$ cat src/rtl/gpx_pkg.sv
// Purpose: Constants for the upper general-purpose port block, ports E to J.
// Assumes: Data-space byte addresses on an 8-bit register port; 20 MHz system clock.
// Notes: Every offset and mask used by the logic is named here, as is the reset value of the software-visible registers.
package gpx_pkg;

    // Data-space addresses of the port registers.
    localparam logic [7:0] ADDR_E_PIN = 8'h2c;
    localparam logic [7:0] ADDR_F_PIN = 8'h2f;
    localparam logic [7:0] ADDR_F_DIR = 8'h30;
    localparam logic [7:0] ADDR_F_OUT = 8'h31;
    localparam logic [7:0] ADDR_G_PIN = 8'h32;
    localparam logic [7:0] ADDR_G_DIR = 8'h33;
    localparam logic [7:0] ADDR_G_OUT = 8'h34;
    localparam logic [7:0] ADDR_H_PIN = 8'hd8;
    localparam logic [7:0] ADDR_H_DIR = 8'hd9;
    localparam logic [7:0] ADDR_H_OUT = 8'hda;
    localparam logic [7:0] ADDR_J_PIN = 8'hdb;
    localparam logic [7:0] ADDR_J_DIR = 8'hdc;
    localparam logic [7:0] ADDR_J_OUT = 8'hdd;
    // Control register that holds the global pull-up disable bit.
    localparam logic [7:0] ADDR_MCU_CTRL = 8'h55;
    localparam int PULLUP_OFF_BIT = 4;

    // Implemented-bit masks; bits outside a mask are read-only zero.
    localparam logic [7:0] MASK_FULL = 8'hff;
    localparam logic [7:0] MASK_G = 8'h1f;
    localparam logic [7:0] MASK_J = 8'h7f;
    localparam logic [7:0] MASK_CTRL = 8'h10;

    // Reset value of every data, direction and control register.
    localparam logic [7:0] RST_VAL = 8'h00;

    // Pin counts per port and their place in the packed synchroniser vector.
    localparam int W_E = 8;
    localparam int W_F = 8;
    localparam int W_G = 5;
    localparam int W_H = 8;
    localparam int W_J = 7;
    localparam int LSB_E = 0;
    localparam int LSB_F = LSB_E + W_E;
    localparam int LSB_G = LSB_F + W_F;
    localparam int LSB_H = LSB_G + W_G;
    localparam int LSB_J = LSB_H + W_H;
    localparam int W_ALL = LSB_J + W_J;

endpackage : gpx_pkg

$ cat src/rtl/gpx_top.sv
// Purpose: Data, direction and pin-level registers for ports E to J.
// Assumes: Register master obeys one-cycle strobes; pins are asynchronous to i_mclk.
// Notes: Read data stand for exactly one cycle after the read strobe, zero otherwise.
`timescale 1ns/1ps

module gpx_top #(
    // One selects the larger package with ports H and J present.
    parameter bit P_HAS_HJ = 1'b1
) (
    // Clock and reset.
    input wire logic i_mclk,
    input wire logic i_rst_n,
    // Register port.
    input wire logic [7:0] i_addr,
    input wire logic [7:0] i_wdata,
    input wire logic i_wr,
    input wire logic i_rd,
    output logic [7:0] o_rdata,
    // Port E pins, input only in this block.
    input wire logic [7:0] i_pe_pin,
    // Port F pins.
    input wire logic [7:0] i_pf_pin,
    output logic [7:0] o_pf_out,
    output logic [7:0] o_pf_oe,
    output logic [7:0] o_pf_pullup,
    // Port G pins.
    input wire logic [4:0] i_pg_pin,
    output logic [4:0] o_pg_out,
    output logic [4:0] o_pg_oe,
    output logic [4:0] o_pg_pullup,
    // Port H pins.
    input wire logic [7:0] i_ph_pin,
    output logic [7:0] o_ph_out,
    output logic [7:0] o_ph_oe,
    output logic [7:0] o_ph_pullup,
    // Port J pins.
    input wire logic [6:0] i_pj_pin,
    output logic [6:0] o_pj_out,
    output logic [6:0] o_pj_oe,
    output logic [6:0] o_pj_pullup
);

    // Merges write data into the implemented bits of a register.
    function automatic logic [7:0] merge_write(input logic [7:0] wdata, input logic [7:0] mask);
        merge_write = wdata & mask;
    endfunction : merge_write

    // True when the optional ports are present in this variant.
    function automatic logic hj_ok(input logic present);
        hj_ok = present;
    endfunction : hj_ok

    // Software-visible registers; the upper bits of masked ones stay zero.
    logic [7:0] pf_out_reg, pf_out_next;
    logic [7:0] pf_dir_reg, pf_dir_next;
    logic [7:0] pg_out_reg, pg_out_next;
    logic [7:0] pg_dir_reg, pg_dir_next;
    logic [7:0] ph_out_reg, ph_out_next;
    logic [7:0] ph_dir_reg, ph_dir_next;
    logic [7:0] pj_out_reg, pj_out_next;
    logic [7:0] pj_dir_reg, pj_dir_next;
    logic [7:0] ctrl_reg, ctrl_next;
    // Pull-up enables, registered so the outputs come straight from flops.
    logic [7:0] pf_pu_reg, pf_pu_next;
    logic [7:0] pg_pu_reg, pg_pu_next;
    logic [7:0] ph_pu_reg, ph_pu_next;
    logic [7:0] pj_pu_reg, pj_pu_next;
    // Read data register.
    logic [7:0] rdata_reg, rdata_next;
    // Two-stage pin synchroniser; only the second stage is read by logic.
    logic [gpx_pkg::W_ALL-1:0] sync1_reg;
    logic [gpx_pkg::W_ALL-1:0] sync2_reg;
    logic [gpx_pkg::W_ALL-1:0] pins_raw;
    // Synchronised pin levels per port, widened to a byte.
    logic [7:0] e_lvl, f_lvl, g_lvl, h_lvl, j_lvl;
    // Global pull-up disable level.
    logic pullup_off;

    assign pins_raw = {i_pj_pin, i_ph_pin, i_pg_pin, i_pf_pin, i_pe_pin};
    assign e_lvl = sync2_reg[gpx_pkg::LSB_E +: gpx_pkg::W_E];
    assign f_lvl = sync2_reg[gpx_pkg::LSB_F +: gpx_pkg::W_F];
    // Bits 5 to 7 of port G and bit 7 of port J have no pin and read zero.
    assign g_lvl = {3'h0, sync2_reg[gpx_pkg::LSB_G +: gpx_pkg::W_G]};
    assign h_lvl = sync2_reg[gpx_pkg::LSB_H +: gpx_pkg::W_H];
    assign j_lvl = {1'h0, sync2_reg[gpx_pkg::LSB_J +: gpx_pkg::W_J]};
    assign pullup_off = ctrl_reg[gpx_pkg::PULLUP_OFF_BIT];

    // Pin synchroniser; the pins are asynchronous, so nothing reads the first stage.
    always_ff @(posedge i_mclk or negedge i_rst_n) begin
        if (!i_rst_n) begin
            sync1_reg <= '0;
            sync2_reg <= '0;
        end else begin
            sync1_reg <= pins_raw;
            sync2_reg <= sync1_reg;
        end
    end

    // Next values of the writable registers; pin-level registers ignore writes.
    always_comb begin
        pf_out_next = pf_out_reg;
        pf_dir_next = pf_dir_reg;
        pg_out_next = pg_out_reg;
        pg_dir_next = pg_dir_reg;
        ph_out_next = ph_out_reg;
        ph_dir_next = ph_dir_reg;
        pj_out_next = pj_out_reg;
        pj_dir_next = pj_dir_reg;
        ctrl_next = ctrl_reg;
        if (i_wr) begin
            case (i_addr)
                gpx_pkg::ADDR_F_OUT: begin
                    pf_out_next = merge_write(i_wdata, gpx_pkg::MASK_FULL);
                end
                gpx_pkg::ADDR_F_DIR: begin
                    pf_dir_next = merge_write(i_wdata, gpx_pkg::MASK_FULL);
                end
                gpx_pkg::ADDR_G_OUT: begin
                    pg_out_next = merge_write(i_wdata, gpx_pkg::MASK_G);
                end
                gpx_pkg::ADDR_G_DIR: begin
                    pg_dir_next = merge_write(i_wdata, gpx_pkg::MASK_G);
                end
                gpx_pkg::ADDR_H_OUT: begin
                    // The smaller variant has no port H; the write is dropped.
                    if (hj_ok(P_HAS_HJ)) begin
                        ph_out_next = merge_write(i_wdata, gpx_pkg::MASK_FULL);
                    end
                end
                gpx_pkg::ADDR_H_DIR: begin
                    if (hj_ok(P_HAS_HJ)) begin
                        ph_dir_next = merge_write(i_wdata, gpx_pkg::MASK_FULL);
                    end
                end
                gpx_pkg::ADDR_J_OUT: begin
                    if (hj_ok(P_HAS_HJ)) begin
                        pj_out_next = merge_write(i_wdata, gpx_pkg::MASK_J);
                    end
                end
                gpx_pkg::ADDR_J_DIR: begin
                    if (hj_ok(P_HAS_HJ)) begin
                        pj_dir_next = merge_write(i_wdata, gpx_pkg::MASK_J);
                    end
                end
                gpx_pkg::ADDR_MCU_CTRL: begin
                    ctrl_next = merge_write(i_wdata, gpx_pkg::MASK_CTRL);
                end
                default: begin
                    // Unmapped or read-only address: nothing changes.
                    ctrl_next = ctrl_reg;
                end
            endcase
        end
    end

    // Pull-up enables: input pin, output bit one, and pull-ups not disabled.
    always_comb begin
        pf_pu_next = ~pf_dir_reg & pf_out_reg & {8{~pullup_off}};
        pg_pu_next = ~pg_dir_reg & pg_out_reg & {8{~pullup_off}};
        ph_pu_next = ~ph_dir_reg & ph_out_reg & {8{~pullup_off}};
        pj_pu_next = ~pj_dir_reg & pj_out_reg & {8{~pullup_off}};
    end

    // Read data: valid only in the cycle after the strobe, zero otherwise.
    always_comb begin
        rdata_next = 8'h00;
        if (i_rd) begin
            case (i_addr)
                gpx_pkg::ADDR_E_PIN: rdata_next = e_lvl;
                gpx_pkg::ADDR_F_PIN: rdata_next = f_lvl;
                gpx_pkg::ADDR_F_DIR: rdata_next = pf_dir_reg;
                gpx_pkg::ADDR_F_OUT: rdata_next = pf_out_reg;
                gpx_pkg::ADDR_G_PIN: rdata_next = g_lvl;
                gpx_pkg::ADDR_G_DIR: rdata_next = pg_dir_reg;
                gpx_pkg::ADDR_G_OUT: rdata_next = pg_out_reg;
                gpx_pkg::ADDR_H_PIN: rdata_next = hj_ok(P_HAS_HJ) ? h_lvl : 8'h00;
                gpx_pkg::ADDR_H_DIR: rdata_next = ph_dir_reg;
                gpx_pkg::ADDR_H_OUT: rdata_next = ph_out_reg;
                gpx_pkg::ADDR_J_PIN: rdata_next = hj_ok(P_HAS_HJ) ? j_lvl : 8'h00;
                gpx_pkg::ADDR_J_DIR: rdata_next = pj_dir_reg;
                gpx_pkg::ADDR_J_OUT: rdata_next = pj_out_reg;
                gpx_pkg::ADDR_MCU_CTRL: rdata_next = ctrl_reg;
                default: rdata_next = 8'h00;
            endcase
        end
    end

    // Register stage for all software state, pull-ups and read data.
    always_ff @(posedge i_mclk or negedge i_rst_n) begin
        if (!i_rst_n) begin
            pf_out_reg <= gpx_pkg::RST_VAL;
            pf_dir_reg <= gpx_pkg::RST_VAL;
            pg_out_reg <= gpx_pkg::RST_VAL;
            pg_dir_reg <= gpx_pkg::RST_VAL;
            ph_out_reg <= gpx_pkg::RST_VAL;
            ph_dir_reg <= gpx_pkg::RST_VAL;
            pj_out_reg <= gpx_pkg::RST_VAL;
            pj_dir_reg <= gpx_pkg::RST_VAL;
            ctrl_reg <= gpx_pkg::RST_VAL;
            pf_pu_reg <= gpx_pkg::RST_VAL;
            pg_pu_reg <= gpx_pkg::RST_VAL;
            ph_pu_reg <= gpx_pkg::RST_VAL;
            pj_pu_reg <= gpx_pkg::RST_VAL;
            rdata_reg <= gpx_pkg::RST_VAL;
        end else begin
            pf_out_reg <= pf_out_next;
            pf_dir_reg <= pf_dir_next;
            pg_out_reg <= pg_out_next;
            pg_dir_reg <= pg_dir_next;
            ph_out_reg <= ph_out_next;
            ph_dir_reg <= ph_dir_next;
            pj_out_reg <= pj_out_next;
            pj_dir_reg <= pj_dir_next;
            ctrl_reg <= ctrl_next;
            pf_pu_reg <= pf_pu_next;
            pg_pu_reg <= pg_pu_next;
            ph_pu_reg <= ph_pu_next;
            pj_pu_reg <= pj_pu_next;
            rdata_reg <= rdata_next;
        end
    end

    // Pin drive: the output enable is the direction bit, the level the data bit.
    assign o_pf_out = pf_out_reg;
    assign o_pf_oe = pf_dir_reg;
    assign o_pg_out = pg_out_reg[gpx_pkg::W_G-1:0];
    assign o_pg_oe = pg_dir_reg[gpx_pkg::W_G-1:0];
    assign o_ph_out = ph_out_reg;
    assign o_ph_oe = ph_dir_reg;
    assign o_pj_out = pj_out_reg[gpx_pkg::W_J-1:0];
    assign o_pj_oe = pj_dir_reg[gpx_pkg::W_J-1:0];
    assign o_pf_pullup = pf_pu_reg;
    assign o_pg_pullup = pg_pu_reg[gpx_pkg::W_G-1:0];
    assign o_ph_pullup = ph_pu_reg;
    assign o_pj_pullup = pj_pu_reg[gpx_pkg::W_J-1:0];
    assign o_rdata = rdata_reg;
endmodule : gpx_top

$ cat config.mk
export PLATFORM = sky130hd
export DESIGN_NAME = gpx_top
export DESIGN_NICKNAME = d
export VERILOG_FILES = /design/src/rtl/gpx_pkg.sv /design/src/rtl/gpx_top.sv
export SDC_FILE = /design/constraint.sdc
export NUM_CORES = 1
export LEC_CHECK = 0
export BUFFER_PORTS_ARGS = -buffer_cell sky130_fd_sc_hd__buf_2
export CORE_MARGIN = 2
export CORE_UTILIZATION = 43
export DETAILED_ROUTE_END_ITERATION = 10
export GPL_TIMING_DRIVEN = 0
export PLACE_DENSITY = 0.69
export SLEW_MARGIN = 20
export SYNTH_ARGS = -nofsm -noshare
export SYNTH_HDL_FRONTEND = slang
export SYNTH_SLANG_ARGS = --single-unit
$ cat constraint.sdc
create_clock -name i_mclk -period 1.3 [get_ports i_mclk]
set_input_delay 0.26 -clock i_mclk [delete_from_list [all_inputs] [get_ports i_mclk]]
set_output_delay 0.26 -clock i_mclk [all_outputs]
set_load 0.1 [all_outputs]
==> results.sh <==
export IMPL_setup_slack_ns=-0.226
export IMPL_post_synth_instance_area_sq_um=6120
export IMPL_clock_sinks=165
export IMPL_fin_nets=735
export IMPL_hold_viol_final=0
export IMPL_swShare_pct=28.0
export IMPL_path_common_cell="a31oi_1"
export IMPL_r2r_end="o_rdata[4]"
export IMPL_htreeDepth=4
export IMPL_cts_root_buf="clkbuf_16"
export IMPL_crit_required_ns=1.58
export IMPL_dp_cells=737
export IMPL_p_int_mw=9.39
export IMPL_switchingPower_mw=3.66
export IMPL_maxSlewHeadroom_pct=60.6
export IMPL_ff2ff_setup_slack_ns=-0.23
export IMPL_wl_mm=19.0
export IMPL_violations="negative setup slack"
export IMPL_gp_congestion=0.881
export IMPL_synth_common_cells="dfrtp_1, mux2_2, nor3b_1"
export IMPL_skew_ns=0.00648
export IMPL_design_area_sq_um=10300
export IMPL_grt_max_degree=86
export IMPL_drive_gt1_share_pct=59.2
export IMPL_cts_buffers=17
export IMPL_arrival_ns=1.81
export IMPL_vias_per_cell=5.42
export IMPL_worstSetupEndpoint="o_rdata[4]"
export IMPL_min_period_ns=1.53
export IMPL_ant_nets=0
export IMPL_dieArea_sq_um=15200
export IMPL_timing_worst_setup_path_type="reg -> reg"
export IMPL_p_leak_nw=4.65
export IMPL_overflow=0
export IMPL_synth_warnings=0
export IMPL_worstRegToRegCells=4
export IMPL_grt_antenna_before_repair=0
export IMPL_rsz0062_at_grt="true"
export IMPL_yosysSeqAreaShare_pct=67.4
export IMPL_synth_top_cell_area_share_pct=67.4
export IMPL_startpoint_type="register"
export IMPL_tightest_slew_ns=0.590
export IMPL_drc=0
export IMPL_numPortBuffers=144
export IMPL_maxCapViolCount=0
export IMPL_cp_slowest_cell="dfrtp_4"
export IMPL_chipWidth_um=123
export IMPL_syn_area_per_cell_sq_um=14.9
export IMPL_synth_distinct_cells=57
export IMPL_coreArea_sq_um=13900
export IMPL_register_area_sq_um=4190
export IMPL_grt_pass1_wl_mm=28.7
export IMPL_clkLatencyLatePin_ns=0.43
export IMPL_async_flop_share_pct=100
export IMPL_fin_cells=872
export IMPL_first_pass_iters=4
export IMPL_setup_tns_ns=-2.64
export IMPL_pin_count=148
export IMPL_initial_utilization_pct=44.1
export IMPL_dr_total_vias=4730
export IMPL_cts_tree="done"
export IMPL_ys_seq_elements=165
export IMPL_period_share_pct=117
export IMPL_fill_cells=829
export IMPL_synth_fp_nets=468
export IMPL_power_density_nw_per_um2=1270
export IMPL_drt_iter0_drc=355
export IMPL_synth_top_area_cell="dfrtp_1"
export IMPL_end_kind="register"
export IMPL_rows=43
export IMPL_post_dp_hpwl_mm=10.9
export IMPL_combPwrFrac_pct=18.1
export IMPL_wl_per_cell_um=21.8
export IMPL_clk_pin_slew_ns=0.06
export IMPL_setup_viol=45
export IMPL_clock_path_buffers=2
export IMPL_crit_fanout=2
export IMPL_place_area_sq_um=7390
export IMPL_max_stage_delay_ns=0.48
export IMPL_synth_area_leaders="dfrtp_1, mux2_2, nor3b_1"
export IMPL_r2r_start="pg_dir_reg[4]"
export IMPL_multi_input_area_sq_um=2210
export IMPL_yosys_cell_count_top_type="dfrtp_1"
export IMPL_power_mw=13.0
export IMPL_critPathLaunch="pg_dir_reg[4]"
export IMPL_status="finished, violations left"
export IMPL_pwr_share_seq_pct=42.7
export IMPL_vdd_drop_max_mv=0.839
export IMPL_hold_class="in -> reg"
export IMPL_synthFlopType="dfrtp_1"
export IMPL_grt_usage_pct=26.2
export IMPL_synth_edf_count=0
export IMPL_final_util_pct=74.0
export IMPL_synthCells=412
export IMPL_n_antenna_cell=0
export IMPL_area_delta_synth_final_pct=67.8
export IMPL_drv_slew=0
export IMPL_max_freq_mhz=655
export IMPL_grt_pass1_vias=4943
export IMPL_pwr_share_clk_pct=39.2
export IMPL_path_cells="mux4_2 -> o2bb2ai_2 -> a31oi_1 -> a31oi_1"
export IMPL_die_y_um=123
## through the flow
stage	worst slack [ns]	hold slack [ns]
final	-0.226	0.106
after global routing	-0.257	0.100
after CTS	-0.226	0.0994
after detailed placement	-0.781	0.294
after global placement	-2.86	0.334
after floorplan	-0.392	-0.0356
## layout by cell type, fill, tap and decap left out, drive strengths merged, types with 4 or more instances in the layout
cell type,n
a31oi,5
clkinvlp,6
a22oi,13
a221oi,4
nor2,12
nand2,17
nand3,10
a22o,4
buf,227
mux2i,8
nor3,4
clkbuf,24
dlygate4sd3,37
o21ai,5
a21oi,7
dfrtp,165
mux2,63
nor3b,30
## worst min path at each step
stage                  start            end  cells past startpoint
3_3_place_gp   sync1_reg[15]  sync2_reg[15]                      0
2_1_floorplan        i_rst_n    ctrl_reg[4]                      0
3_5_place_dp         i_rst_n   sync2_reg[7]                      1
6_report          i_wdata[7]    o_ph_out[7]                      2
5_1_grt           i_wdata[7]     o_ph_oe[7]                      2
4_1_cts           i_wdata[7]     o_ph_oe[7]                      2
## power by group through the flow
stage / clock network (mW) / registers [mW] / logic [mW]
after global placement: 0 / 5.61 / 1.68
final: 5.12 / 5.57 / 2.36
after floorplan: 0 / 6.49 / 0.327
after detailed placement: 0 / 5.61 / 1.71
after global routing: 5.42 / 5.58 / 2.45
after CTS: 5.16 / 5.56 / 2.28
## layout make-up
cell class                      instances  share of cell area [%]
Inverter                                3                   0.110
Clock buffer                           20                    4.44
Timing Repair Buffer                  250                    27.9
Sequential cell                       165                    40.8
Tap cell                              180                    2.19
Multi-Input combinational cell        224                    21.5
Clock inverter                         12                    1.50
Buffer                                 18                    1.52
## critical path: cells and delay by family (launching register included)
family	cells	cell delay, ns
AO/OA/AOI/OAI	3	0.43
multiplexers	1	0.48
flip-flops	1	0.48
## metal layers
metal  wire length (um)  track usage (%)
met1               7510             32.5
met5                  0                0
met3               1190             7.20
met2               9690             43.1
met4                648             11.6
## cell families (layout without fill, tap and decap cells)
kind of cell | after synthesis | after routing | synth area share [%]
buffers and inverters | 23 | 303 | 1.72
AND/OR/NAND/NOR | 95 | 95 | 10.4
multiplexers | 73 | 73 | 13.6
flip-flops | 165 | 165 | 67.4
AO/OA/AOI/OAI | 56 | 56 | 6.83
## repair_timing
action                                  4_1_cts  5_1_grt
hold buffers                                 37        0
gates resized for setup                     349       44
hold endpoints to repair                    120        0
endpoints found under the setup margin      147      203
pin swaps                                    10       12
buffers inserted                             57       11
(Power assumes the default switching activity.)
